`config.mk`:
```
export PLATFORM = sky130hd
export DESIGN_NAME = discrete_alarm_io
export DESIGN_NICKNAME = d
export VERILOG_FILES = /design/src/rtl/alarm_io_pkg.sv /design/src/rtl/input_filter.sv /design/src/rtl/discrete_alarm_io.sv
export SDC_FILE = /design/constraint.sdc
export NUM_CORES = 1
export LEC_CHECK = 0
export ABC_CLOCK_PERIOD_IN_PS = 9000
export BUFFER_PORTS_ARGS = -buffer_cell sky130_fd_sc_hd__buf_4
export CORE_MARGIN = 3
export CORE_UTILIZATION = 35
export CTS_CLUSTER_DIAMETER = 200
export DETAILED_ROUTE_END_ITERATION = 8
export PLACE_DENSITY = 0.61
export REMOVE_ABC_BUFFERS = 1
export SETUP_SLACK_MARGIN = 0.15
export SYNTH_ARGS = -nofsm -noshare
export SYNTH_HDL_FRONTEND = slang
export SYNTH_SLANG_ARGS = --single-unit
export TNS_END_PERCENT = 20
```
`constraint.sdc`:
```
create_clock -name CLK -period 9 [get_ports CLK]
set_clock_uncertainty 0.1 [all_clocks]
set_input_delay 0 -clock CLK [delete_from_list [all_inputs] [get_ports CLK]]
set_output_delay 0 -clock CLK [all_outputs]
set_load 0.01 [all_outputs]
```
`src/rtl/alarm_io_pkg.sv`:
```
package alarm_io_pkg;

   // Clock and timing
   localparam int CLK_HZ          = 50_000_000;
   localparam int DEBOUNCE_US     = 20;
   localparam int DEBOUNCE_CYC    = DEBOUNCE_US * (CLK_HZ / 1_000_000);
   localparam int BIAS_HOLD_MS    = 2500;
   localparam int BIAS_HOLD_CYC   = BIAS_HOLD_MS * (CLK_HZ / 1000);
   localparam int DEB_W           = 10;
   localparam int HOLD_W          = 27;

   // Register numbers, 16-bit words; a 32-bit register takes two, high word first
   localparam logic [15:0] ADDR_A1_FAULT_MASK = 16'hA39B;
   localparam logic [15:0] ADDR_A1_WARN_MASK  = 16'hA39D;
   localparam logic [15:0] ADDR_A2_FAULT_MASK = 16'hA39F;
   localparam logic [15:0] ADDR_A2_WARN_MASK  = 16'hA3A1;
   localparam logic [15:0] ADDR_POLARITY      = 16'hA3A3;
   localparam logic [15:0] ADDR_A1_STATE_MASK = 16'hA3A4;
   localparam logic [15:0] ADDR_A2_STATE_MASK = 16'hA3A6;
   localparam logic [15:0] ADDR_A1_MISC_MASK  = 16'hA3A8;
   localparam logic [15:0] ADDR_A2_MISC_MASK  = 16'hA3A9;
   localparam logic [15:0] ADDR_A1_GRID_MASK  = 16'hA3AD;
   localparam logic [15:0] ADDR_A2_GRID_MASK  = 16'hA3AF;
   localparam logic [15:0] ADDR_ISLAND_CFG    = 16'hA4F7;
   localparam logic [15:0] ADDR_WARN_STATUS   = 16'hA31C;
   localparam logic [15:0] ADDR_FAULT_STATUS  = 16'hA31E;
   localparam logic [15:0] ADDR_GRID_STATUS   = 16'h9C9B;

   // Word indices; writable store words below CFG_WORDS, read-only status words from CFG_WORDS up
   localparam int CFG_WORDS   = 20;
   localparam logic [4:0] IX_A1_FAULT = 5'h00;
   localparam logic [4:0] IX_A1_WARN  = 5'h02;
   localparam logic [4:0] IX_A2_FAULT = 5'h04;
   localparam logic [4:0] IX_A2_WARN  = 5'h06;
   localparam logic [4:0] IX_POLARITY = 5'h08;
   localparam logic [4:0] IX_A1_STATE = 5'h09;
   localparam logic [4:0] IX_A2_STATE = 5'h0B;
   localparam logic [4:0] IX_A1_MISC  = 5'h0D;
   localparam logic [4:0] IX_A2_MISC  = 5'h0E;
   localparam logic [4:0] IX_A1_GRID  = 5'h0F;
   localparam logic [4:0] IX_A2_GRID  = 5'h11;
   localparam logic [4:0] IX_ISLAND   = 5'h13;
   localparam logic [4:0] IX_FAULT_ST = 5'h14;
   localparam logic [4:0] IX_WARN_ST  = 5'h16;
   localparam logic [4:0] IX_GRID_ST  = 5'h18;
   localparam logic [4:0] IX_NONE     = 5'h1F;

   // Field positions and reset values
   localparam int POL_ONE_BIT        = 0;
   localparam int POL_TWO_BIT        = 1;
   localparam int ISLAND_EN_BIT      = 0;
   localparam int ISLAND_INV_BIT     = 1;
   localparam int EMERGENCY_STOP_ENABLE_FAULT_BIT    = 0;
   localparam logic [15:0] CFG_RESET = 16'h0000;

   typedef logic [CFG_WORDS-1:0][15:0] cfg_t;

   typedef struct packed {
      logic [31:0] fault;
      logic [31:0] warn;
      logic [31:0] grid;
      logic [31:0] state;
      logic [15:0] misc;
   } status_t;

   typedef struct packed {
      logic             meta;
      logic             sync;
      logic             clean;
      logic [DEB_W-1:0] cnt;
   } filt_t;

   typedef struct packed {
      cfg_t              cfg;
      logic [15:0]       rdata;
      logic              rvalid;
      logic              rerr;
      logic              alarm_one;
      logic              alarm_two;
      logic              dc_en;
      logic              ac_en;
      logic              bias_on;
      logic [HOLD_W-1:0] hold_cnt;
      logic              island;
      logic              emergency_stop_enable_fault;
   } io_state_t;

endpackage

```
`src/rtl/input_filter.sv`:
```
`timescale 1ns/1ps
module input_filter
   import alarm_io_pkg::*;
(
   input  wire logic clk,    // System clock
   input  wire logic srst,   // Synchronous reset
   input  wire logic raw,    // Isolated input pin
   output logic      clean   // Synchronised, debounced level
);

   filt_t s_reg;
   filt_t s_next;

   ////////////////////////////////////////////////////////////////////////////
   always_comb
   begin
      s_next      = s_reg;
      s_next.meta = raw;
      s_next.sync = s_reg.meta;
      // Only a level held for the full window is taken
      if (s_reg.sync == s_reg.clean)
      begin
         s_next.cnt = '0;
      end
      else if (s_reg.cnt == DEB_W'(DEBOUNCE_CYC - 1))
      begin
         s_next.clean = s_reg.sync;
         s_next.cnt   = '0;
      end
      else
      begin
         s_next.cnt = s_reg.cnt + DEB_W'(1);
      end
   end

   always_ff @(posedge clk)
   begin
      if (srst)
         s_reg <= '0;
      else
         s_reg <= s_next;
   end

   assign clean = s_reg.clean;

endmodule

```
`src/rtl/discrete_alarm_io.sv`:
```
`timescale 1ns/1ps
// Function
// - Exactly two configurable alarm outputs.
// - Each output has five mask registers.
// - Output one fault/warning masks select status.
// - Output two masks select same status.
// - Grid alarm masks select grid status.
// - State masks select operating states.
// - Misc masks select internal functions.
// - Mask bit one enables condition, zero excludes.
// - Enabled conditions combined by OR.
// - Polarity register sets active output level.
// - Exactly three isolated discrete inputs.
// - Stop enable gates both contactor drives.
// - Stop fault flagged while enable absent.
// - Bias runs while request asserted.
// - Bias holds 2.5 s after request drops.
// - Island input configured through register.
module discrete_alarm_io
   import alarm_io_pkg::*;
#(
   parameter int BIAS_HOLD_CYCLES = BIAS_HOLD_CYC
)
(
   input  wire logic        CLK,                    // System clock, 50 MHz
   input  wire logic        SRST,                   // Synchronous reset, active high
   input  wire logic        EMERGENCY_STOP_ENABLE,  // Isolated stop enable pin
   input  wire logic        BIAS_REQUEST,           // Isolated bias on/off pin
   input  wire logic        ISLAND_CONTROL,         // Isolated island control pin
   input  wire status_t     STATUS_IN,              // Converter status vectors
   input  wire logic        DC_CONTACTOR_CMD,       // Controller DC contactor request
   input  wire logic        AC_CONTACTOR_CMD,       // Controller AC contactor request
   input  wire logic [15:0] REG_ADDR,               // Register number
   input  wire logic [15:0] REG_WDATA,              // Write word
   input  wire logic        REG_WR,                 // Write strobe
   input  wire logic        REG_RD,                 // Read strobe
   output logic      [15:0] REG_RDATA,              // Read word
   output logic             REG_RVALID,             // Read answer pulse
   output logic             REG_ERR,                // Bad access pulse
   output logic             ALARM_OUTPUT_ONE,       // Alarm output one
   output logic             ALARM_OUTPUT_TWO,       // Alarm output two
   output logic             DC_CONTACTOR_EN,        // DC contactor drive
   output logic             AC_CONTACTOR_EN,        // AC contactor drive
   output logic             BIAS_SUPPLY_ON,         // Bias supply enable
   output logic             ISLAND_REQUEST,         // Grid-forming request
   output logic             EMERGENCY_STOP_ENABLE_FAULT             // Stop fault flag
);

   localparam logic [HOLD_W-1:0] HOLD_LOAD = HOLD_W'(BIAS_HOLD_CYCLES);

   io_state_t   s_reg;
   io_state_t   s_next;
   logic [2:0]  pins;
   logic [2:0]  clean;
   logic        emergency_stop_enable_db;
   logic        bias_db;
   logic        island_db;
   logic [31:0] fault_vec;

   ////////////////////////////////////////////////////////////////////////////
   // Three isolated inputs, each through its own filter
   assign pins = {ISLAND_CONTROL, BIAS_REQUEST, EMERGENCY_STOP_ENABLE};

   genvar gi;
   generate
      for (gi = 0; gi < 3; gi++)
      begin : g_in
         input_filter i_input_filter (
            .clk   (CLK),
            .srst  (SRST),
            .raw   (pins[gi]),
            .clean (clean[gi])
         );
      end
   endgenerate

   assign emergency_stop_enable_db  = clean[0];
   assign bias_db   = clean[1];
   assign island_db = clean[2];

   ////////////////////////////////////////////////////////////////////////////
   function automatic logic [4:0] reg_index(input logic [15:0] a);
      logic [4:0] ix;
      ix = IX_NONE;
      if (a >= ADDR_A1_FAULT_MASK && a <= ADDR_A2_MISC_MASK)
         ix = 5'(a - ADDR_A1_FAULT_MASK);
      else if (a >= ADDR_A1_GRID_MASK && a <= ADDR_A2_GRID_MASK + 16'h0001)
         ix = 5'(a - ADDR_A1_GRID_MASK) + IX_A1_GRID;
      else if (a == ADDR_ISLAND_CFG)
         ix = IX_ISLAND;
      else if (a == ADDR_FAULT_STATUS || a == ADDR_FAULT_STATUS + 16'h0001)
         ix = 5'(a - ADDR_FAULT_STATUS) + IX_FAULT_ST;
      else if (a == ADDR_WARN_STATUS || a == ADDR_WARN_STATUS + 16'h0001)
         ix = 5'(a - ADDR_WARN_STATUS) + IX_WARN_ST;
      else if (a == ADDR_GRID_STATUS || a == ADDR_GRID_STATUS + 16'h0001)
         ix = 5'(a - ADDR_GRID_STATUS) + IX_GRID_ST;
      return ix;
   endfunction

   function automatic logic [31:0] mask32(input cfg_t c, input logic [4:0] hi);
      return {c[hi], c[hi + 5'h01]};
   endfunction

   // Masked conditions of one output, before polarity
   function automatic logic alarm_hit(input cfg_t c, input status_t st,
                                      input logic [31:0] fv, input logic [4:0] ixf,
                                      input logic [4:0] ixw, input logic [4:0] ixs,
                                      input logic [4:0] ixm, input logic [4:0] ixg);
      return (|(fv & mask32(c, ixf)))
           | (|(st.warn & mask32(c, ixw)))
           | (|(st.state & mask32(c, ixs)))
           | (|(st.misc & c[ixm]))
           | (|(st.grid & mask32(c, ixg)));
   endfunction

   ////////////////////////////////////////////////////////////////////////////
   always_comb
   begin
      fault_vec                  = STATUS_IN.fault;
      fault_vec[EMERGENCY_STOP_ENABLE_FAULT_BIT] = STATUS_IN.fault[EMERGENCY_STOP_ENABLE_FAULT_BIT] | s_reg.emergency_stop_enable_fault;
   end

   always_comb
   begin
      logic [4:0] ix;
      ix            = reg_index(REG_ADDR);
      s_next        = s_reg;
      s_next.rvalid = 1'b0;
      s_next.rerr   = 1'b0;

      // Register access, one word a cycle; writes win over a same-cycle read
      if (REG_WR)
      begin
         if (ix < 5'(CFG_WORDS))
            s_next.cfg[ix] = REG_WDATA;
         else
            s_next.rerr = 1'b1;
      end
      else if (REG_RD)
      begin
         s_next.rvalid = 1'b1;
         case (ix)
            IX_FAULT_ST:         s_next.rdata = fault_vec[31:16];
            IX_FAULT_ST + 5'h01: s_next.rdata = fault_vec[15:0];
            IX_WARN_ST:          s_next.rdata = STATUS_IN.warn[31:16];
            IX_WARN_ST + 5'h01:  s_next.rdata = STATUS_IN.warn[15:0];
            IX_GRID_ST:          s_next.rdata = STATUS_IN.grid[31:16];
            IX_GRID_ST + 5'h01:  s_next.rdata = STATUS_IN.grid[15:0];
            IX_NONE:
            begin
               s_next.rdata = 16'h0000;
               s_next.rerr  = 1'b1;
            end
            default:             s_next.rdata = s_reg.cfg[ix];
         endcase
      end

      // Two alarm outputs, polarity applied last
      s_next.alarm_one = alarm_hit(s_reg.cfg, STATUS_IN, fault_vec, IX_A1_FAULT,
                                   IX_A1_WARN, IX_A1_STATE, IX_A1_MISC, IX_A1_GRID)
                         ^ s_reg.cfg[IX_POLARITY][POL_ONE_BIT];
      s_next.alarm_two = alarm_hit(s_reg.cfg, STATUS_IN, fault_vec, IX_A2_FAULT,
                                   IX_A2_WARN, IX_A2_STATE, IX_A2_MISC, IX_A2_GRID)
                         ^ s_reg.cfg[IX_POLARITY][POL_TWO_BIT];

      // Contactors open on loss of stop enable, whatever the controller asks
      s_next.dc_en       = emergency_stop_enable_db & DC_CONTACTOR_CMD;
      s_next.ac_en       = emergency_stop_enable_db & AC_CONTACTOR_CMD;
      s_next.emergency_stop_enable_fault = ~emergency_stop_enable_db;

      // Bias hold-up gives the processor time for housekeeping
      if (bias_db)
      begin
         s_next.bias_on  = 1'b1;
         s_next.hold_cnt = HOLD_LOAD;
      end
      else if (s_reg.hold_cnt != '0)
      begin
         s_next.hold_cnt = s_reg.hold_cnt - HOLD_W'(1);
      end
      else
      begin
         s_next.bias_on = 1'b0;
      end

      s_next.island = s_reg.cfg[IX_ISLAND][ISLAND_EN_BIT]
                      & (island_db ^ s_reg.cfg[IX_ISLAND][ISLAND_INV_BIT]);
   end

   always_ff @(posedge CLK)
   begin
      if (SRST)
      begin
         s_reg     <= '0;
         s_reg.cfg <= {CFG_WORDS{CFG_RESET}};
      end
      else
      begin
         s_reg <= s_next;
      end
   end

   assign REG_RDATA        = s_reg.rdata;
   assign REG_RVALID       = s_reg.rvalid;
   assign REG_ERR          = s_reg.rerr;
   assign ALARM_OUTPUT_ONE = s_reg.alarm_one;
   assign ALARM_OUTPUT_TWO = s_reg.alarm_two;
   assign DC_CONTACTOR_EN  = s_reg.dc_en;
   assign AC_CONTACTOR_EN  = s_reg.ac_en;
   assign BIAS_SUPPLY_ON   = s_reg.bias_on;
   assign ISLAND_REQUEST   = s_reg.island;
   assign EMERGENCY_STOP_ENABLE_FAULT      = s_reg.emergency_stop_enable_fault;

   ////////////////////////////////////////////////////////////////////////////
   a_dc_gate_open: assert property (@(posedge CLK) disable iff (SRST)
      !emergency_stop_enable_db |=> !DC_CONTACTOR_EN)
      else $error("DC contactor closed without stop enable");

   a_ac_gate_open: assert property (@(posedge CLK) disable iff (SRST)
      !emergency_stop_enable_db |=> !AC_CONTACTOR_EN && EMERGENCY_STOP_ENABLE_FAULT)
      else $error("AC contactor closed without stop enable");

   a_emergency_stop_enable_fault_flag: assert property (@(posedge CLK) disable iff (SRST)
      $fell(emergency_stop_enable_db) |=> EMERGENCY_STOP_ENABLE_FAULT ##1 fault_vec[EMERGENCY_STOP_ENABLE_FAULT_BIT])
      else $error("Stop fault not flagged");

   a_bias_running: assert property (@(posedge CLK) disable iff (SRST)
      bias_db [*2] |=> BIAS_SUPPLY_ON)
      else $error("Bias off while requested");

   a_bias_hold_up: assert property (@(posedge CLK) disable iff (SRST)
      $fell(bias_db) |-> ##1 BIAS_SUPPLY_ON [*2])
      else $error("Bias dropped without hold-up");

   a_alarm_one_fault: assert property (@(posedge CLK) disable iff (SRST)
      (|(fault_vec & mask32(s_reg.cfg, IX_A1_FAULT)))
      && !s_reg.cfg[IX_POLARITY][POL_ONE_BIT] |=> ALARM_OUTPUT_ONE)
      else $error("Masked fault did not raise output one");

   a_alarm_two_warn: assert property (@(posedge CLK) disable iff (SRST)
      (|(STATUS_IN.warn & mask32(s_reg.cfg, IX_A2_WARN)))
      && s_reg.cfg[IX_POLARITY][POL_TWO_BIT] |=> !ALARM_OUTPUT_TWO)
      else $error("Masked warning did not drive output two low");

   a_alarm_grid_one: assert property (@(posedge CLK) disable iff (SRST)
      (|(STATUS_IN.grid & mask32(s_reg.cfg, IX_A1_GRID)))
      && !s_reg.cfg[IX_POLARITY][POL_ONE_BIT] |=> ALARM_OUTPUT_ONE)
      else $error("Masked grid alarm did not raise output one");

   a_idle_polarity: assert property (@(posedge CLK) disable iff (SRST)
      (s_reg.cfg[IX_A2_FAULT +: 4] == '0) && (s_reg.cfg[IX_A2_STATE +: 2] == '0)
      && (s_reg.cfg[IX_A2_MISC] == '0) && (s_reg.cfg[IX_A2_GRID +: 2] == '0)
      |=> ALARM_OUTPUT_TWO == $past(s_reg.cfg[IX_POLARITY][POL_TWO_BIT]))
      else $error("Idle output two level wrong");

   a_read_answer: assert property (@(posedge CLK) disable iff (SRST)
      REG_RD && !REG_WR |=> REG_RVALID)
      else $error("Read not answered in one cycle");

   a_idle_one: assert property (@(posedge CLK) disable iff (SRST)
      (s_reg.cfg[IX_A1_FAULT +: 4] == '0) && (s_reg.cfg[IX_A1_STATE +: 2] == '0)
      && (s_reg.cfg[IX_A1_MISC] == '0) && (s_reg.cfg[IX_A1_GRID +: 2] == '0)
      |=> ALARM_OUTPUT_ONE == $past(s_reg.cfg[IX_POLARITY][POL_ONE_BIT]))
      else $error("Idle output one level wrong");

   a_alarm_one_warn: assert property (@(posedge CLK) disable iff (SRST)
      (|(STATUS_IN.warn & mask32(s_reg.cfg, IX_A1_WARN)))
      && !s_reg.cfg[IX_POLARITY][POL_ONE_BIT] |=> ALARM_OUTPUT_ONE)
      else $error("Masked warning did not raise output one");

   a_alarm_two_fault: assert property (@(posedge CLK) disable iff (SRST)
      (|(fault_vec & mask32(s_reg.cfg, IX_A2_FAULT)))
      && !s_reg.cfg[IX_POLARITY][POL_TWO_BIT] |=> ALARM_OUTPUT_TWO)
      else $error("Masked fault did not raise output two");

   a_alarm_one_state: assert property (@(posedge CLK) disable iff (SRST)
      (|(STATUS_IN.state & mask32(s_reg.cfg, IX_A1_STATE)))
      && !s_reg.cfg[IX_POLARITY][POL_ONE_BIT] |=> ALARM_OUTPUT_ONE)
      else $error("Masked state did not raise output one");

   a_alarm_two_misc: assert property (@(posedge CLK) disable iff (SRST)
      (|(STATUS_IN.misc & s_reg.cfg[IX_A2_MISC]))
      && !s_reg.cfg[IX_POLARITY][POL_TWO_BIT] |=> ALARM_OUTPUT_TWO)
      else $error("Masked function did not raise output two");

   a_island_off: assert property (@(posedge CLK) disable iff (SRST)
      !s_reg.cfg[IX_ISLAND][ISLAND_EN_BIT] |=> !ISLAND_REQUEST)
      else $error("Island request while disabled");

   a_island_follow: assert property (@(posedge CLK) disable iff (SRST)
      s_reg.cfg[IX_ISLAND][ISLAND_EN_BIT]
      && (island_db != s_reg.cfg[IX_ISLAND][ISLAND_INV_BIT]) |=> ISLAND_REQUEST)
      else $error("Island request not raised");

   a_dc_gate_close: assert property (@(posedge CLK) disable iff (SRST)
      emergency_stop_enable_db && DC_CONTACTOR_CMD |=> DC_CONTACTOR_EN)
      else $error("DC contactor not closed on request");

   a_write_refused: assert property (@(posedge CLK) disable iff (SRST)
      REG_WR && (reg_index(REG_ADDR) >= 5'(CFG_WORDS)) |=> REG_ERR && !REG_RVALID)
      else $error("Refused write not flagged");

   a_bad_read: assert property (@(posedge CLK) disable iff (SRST)
      REG_RD && !REG_WR && (reg_index(REG_ADDR) == IX_NONE)
      |=> REG_ERR && (REG_RDATA == 16'h0000))
      else $error("Unmapped read not flagged");

   // Filtered level may only follow a pin level seen through both stages
   a_stop_synced: assert property (@(posedge CLK) disable iff (SRST)
      $rose(emergency_stop_enable_db) |-> $past(EMERGENCY_STOP_ENABLE, 3) && $past(EMERGENCY_STOP_ENABLE, 8))
      else $error("Stop enable passed without filtering");

endmodule

```
==> results.sh <==
export IMPL_final_common_cell="nand2_1"
export IMPL_area_growth_syn_to_layout_pct=21.4
export IMPL_drt_total_wl_um=123000
export IMPL_p_sw_share_pct=27.5
export IMPL_portBuffers=209
export IMPL_drc=0
export IMPL_synth_cell_area_um2=21000
export IMPL_slew_headroom_pct=3.89
export IMPL_cts_root_buf="clkbuf_16"
export IMPL_clockPowerShare_pct=45.0
export IMPL_period_share_pct=70.6
export IMPL_postSynth_asyncResetShare_pct=0
export IMPL_drt_iter0_drc=3064
export IMPL_cts_tree="done"
export IMPL_final_cells=3590
export IMPL_seqPwrFrac_pct=41.9
export IMPL_crit_buf_inv=5
export IMPL_largest_reg_flops=347
export IMPL_r2r_setup_slack_ns=5.05
export IMPL_layout_min_cycle_time_ns=6.36
export IMPL_slew_viol_final=0
export IMPL_yosys_warnings=0
export IMPL_power_total_mw=4.57
export IMPL_crit_required_ns=9.44
export IMPL_grt_overflow_total=0
export IMPL_path_cells="dlygate4sd3_1, buf_4, ha_1, o21ai_0, or4_4, or3_1, and3_1, o221ai_1, nand3_2, nor3_4, a22o_1, dlygate4sd3_1, o41ai_1, dlygate4sd3_1, o21ai_1, dlygate4sd3_1"
export IMPL_dieArea_um2=63100
export IMPL_fin_util_pct=43.1
export IMPL_placed_cell_area_um2=23100
export IMPL_synth_edf_count=0
export IMPL_cp_end_kind="flip-flop"
export IMPL_synth_cells=2597
export IMPL_hold_path_end="g_in[0].i_input_filter.s_next[11]"
export IMPL_clock_sinks=411
export IMPL_leakage_nw=8.83
export IMPL_ys_seq_area_share_pct=39.1
export IMPL_fmax_mhz=157
export IMPL_cp_depth=16
export IMPL_comb_power_share_pct=13.0
export IMPL_htree_levels=2
export IMPL_min_path_type="in -> reg"
export IMPL_r2r_start="s_reg[5]"
export IMPL_ys_ff_latch=411
export IMPL_whs_path_depth=3
export IMPL_clk_pin_slew_worst_paths_ns=0.07
export IMPL_fin_nets=2975
export IMPL_worst_r2r_endpoint="s_reg[27]"
export IMPL_grt_util_all_layers_pct=37.7
export IMPL_maxCapViolations=0
export IMPL_first_pass_iters=6
export IMPL_fin_area_um2=25500
export IMPL_clk_latency_ns=0.60
export IMPL_powerDensity_nw_per_um2=179
export IMPL_synth_main_ff_cell="dfxtp_1"
export IMPL_outcome="completed"
export IMPL_wire_per_inst_um=34.4
export IMPL_path_common_cell="dlygate4sd3_1"
export IMPL_dp_cells=3417
export IMPL_critPathKind="in -> reg"
export IMPL_start_kind="input port"
export IMPL_cpMaxStageDelayCell="nor3_4"
export IMPL_ioPinCount=210
export IMPL_grt_antenna_before_repair=8
export IMPL_power_switching_mw=1.26
export IMPL_viasPerCell=6.37
export IMPL_cts_buffer_depth=3
export IMPL_postCtsSetupBuffers=0
export IMPL_coreArea_um2=59200
export IMPL_numCtsBuffers=48
export IMPL_place_ws_ns=4.19
export IMPL_synth_area_per_cell_um2=8.10
export IMPL_hpwl_um=91200
export IMPL_gp_congestion=1.04
export IMPL_vias=22900
export IMPL_finalHoldViolCount=0
export IMPL_worstHoldStart="EMERGENCY_STOP_ENABLE"
export IMPL_internal_power_mw=3.31
export IMPL_tightest_slew_ns=1.44
export IMPL_initial_core_util_pct=35.5
export IMPL_rows=89
export IMPL_worst_path_max_fanout=18
export IMPL_drive_gt1_share_pct=14.4
export IMPL_max_stage_delay_ns=1.05
export IMPL_rsz0062_at_grt="no"
export IMPL_antenna_left=0
export IMPL_final_cell_mix="nand2_1 (618), dfxtp_1 (411), a21oi_1 (284)"
export IMPL_cp_arrival_ns=6.80
export IMPL_ff2ff_path_depth=10
export IMPL_ir_worst_vdd_uv=191
export IMPL_synth_cell_type_count=85
export IMPL_dieWidth_um=251
export IMPL_setup_viol_count_final=0
export IMPL_die_height_um=251
export IMPL_grt_pass1_wl_um=169000
export IMPL_grt_max_degree=94
export IMPL_cp_top_family="simple AND/OR/NAND/NOR gates"
export IMPL_grt_pass1_vias=21300
export IMPL_setup_ws_ns=2.64
[Yosys cell counts (19+ instances only)]
| library cell | number | area share, % |
|---|---|---|
| a22oi_1 | 41 | 1.5 |
| o221ai_1 | 34 | 1.4 |
| a21oi_1 | 285 | 6.8 |
| mux2i_1 | 192 | 9.1 |
| a221oi_1 | 72 | 3.0 |
| nor3_1 | 20 | 0.48 |
| o21ai_0 | 30 | 0.71 |
| buf_4 | 22 | 0.79 |
| a22o_1 | 89 | 3.7 |
| buf_2 | 45 | 1.1 |
| xor2_1 | 19 | 0.79 |
| clkbuf_1 | 132 | 2.4 |
| xnor2_1 | 37 | 1.5 |
| nand4_1 | 30 | 0.89 |
| nand2_1 | 618 | 11 |
| mux2_2 | 31 | 1.7 |
| dfxtp_1 | 411 | 39 |
| nand3_1 | 38 | 0.90 |
| nor2_1 | 182 | 3.2 |
[layout make-up]
cell class | instances | area [µm²]
fill | 5899 | 33700
inverter | 15 | 56.3
sequential | 411 | 8230
clock buffer | 69 | 1390
tap | 773 | 967
multi-input combinational | 1966 | 11900
antenna | 3 | 7.51
timing repair buffer | 336 | 2750
clock inverter | 17 | 224
[per-stage QoR]
stage,hold slack (ns),TNS [ns]
finish,0.0617,0
global route,0.0764,0
CTS,0.0274,0
detailed placement,0.119,0
global placement,0.124,0
floorplan,-0.0333,-226.70
[timing repair]
| item | CTS | global route |
|---|---|---|
| hold buffers | 84 | 0 |
| gates resized for setup | 0 | 0 |
| endpoints found under the hold margin | 361 | 0 |
[power by group through the flow]
stage / sequential, mW / clock [mW] / combinational [mW]
floorplan: 1.94 / 0 / 0.290
global placement: 1.95 / 0 / 0.547
detailed placement: 1.95 / 0 / 0.556
CTS: 1.91 / 2.07 / 0.579
global route: 1.92 / 2.15 / 0.635
finish: 1.92 / 2.06 / 0.596
[how the worst max path moves through the flow]
stage	slack, ns	end	startpoint
2_1_floorplan	-1.83	s_reg[244]	REG_ADDR[8]
3_3_place_gp	4.29	REG_RDATA[7]	REG_ADDR[1]
3_5_place_dp	4.19	s_reg[341]	REG_ADDR[1]
4_1_cts	2.90	REG_RDATA[1]	REG_ADDR[1]
5_1_grt	2.47	REG_RDATA[3]	REG_ADDR[1]
6_report	2.64	REG_RDATA[3]	REG_ADDR[1]
[worst reg2reg max path, stage by stage (launching register included)]
cell and delay [ns]:
dfxtp_1 0.35, or4_1 0.61, nor4_1 0.43, nor3b_1 0.75
nand4_1 0.56, nor4b_1 0.32, buf_4 0.17, and3_1 0.22
nand2_1 0.09, xor2_1 0.15, a21oi_1 0.08
[cells by family after synthesis]
| logic type | Yosys count | synth area share [%] |
|---|---|---|
| AO/OA/AOI/OAI | 671 | 21.6 |
| XOR/XNOR | 56 | 2.33 |
| adder cells (fa/ha/maj) | 12 | 0.714 |
| buffers and inverters | 220 | 4.66 |
| flip-flops | 411 | 39.1 |
| multiplexers | 223 | 10.8 |
| AND/OR/NAND/NOR | 1004 | 20.8 |
[per-layer routing]
| layer | global-route usage [%] | up-vias | wire length, µm |
|---|---|---|---|
| met5 | 0.301 | - | 81 |
| met4 | 19.8 | 10 | 7480 |
| met3 | 12.7 | 397 | 15800 |
| met2 | 54.0 | 1694 | 50400 |
| met1 | 49.9 | 11100 | 49700 |
| li1 | - | 9640 | - |
Note: power is estimated with default switching activity, not from simulation.
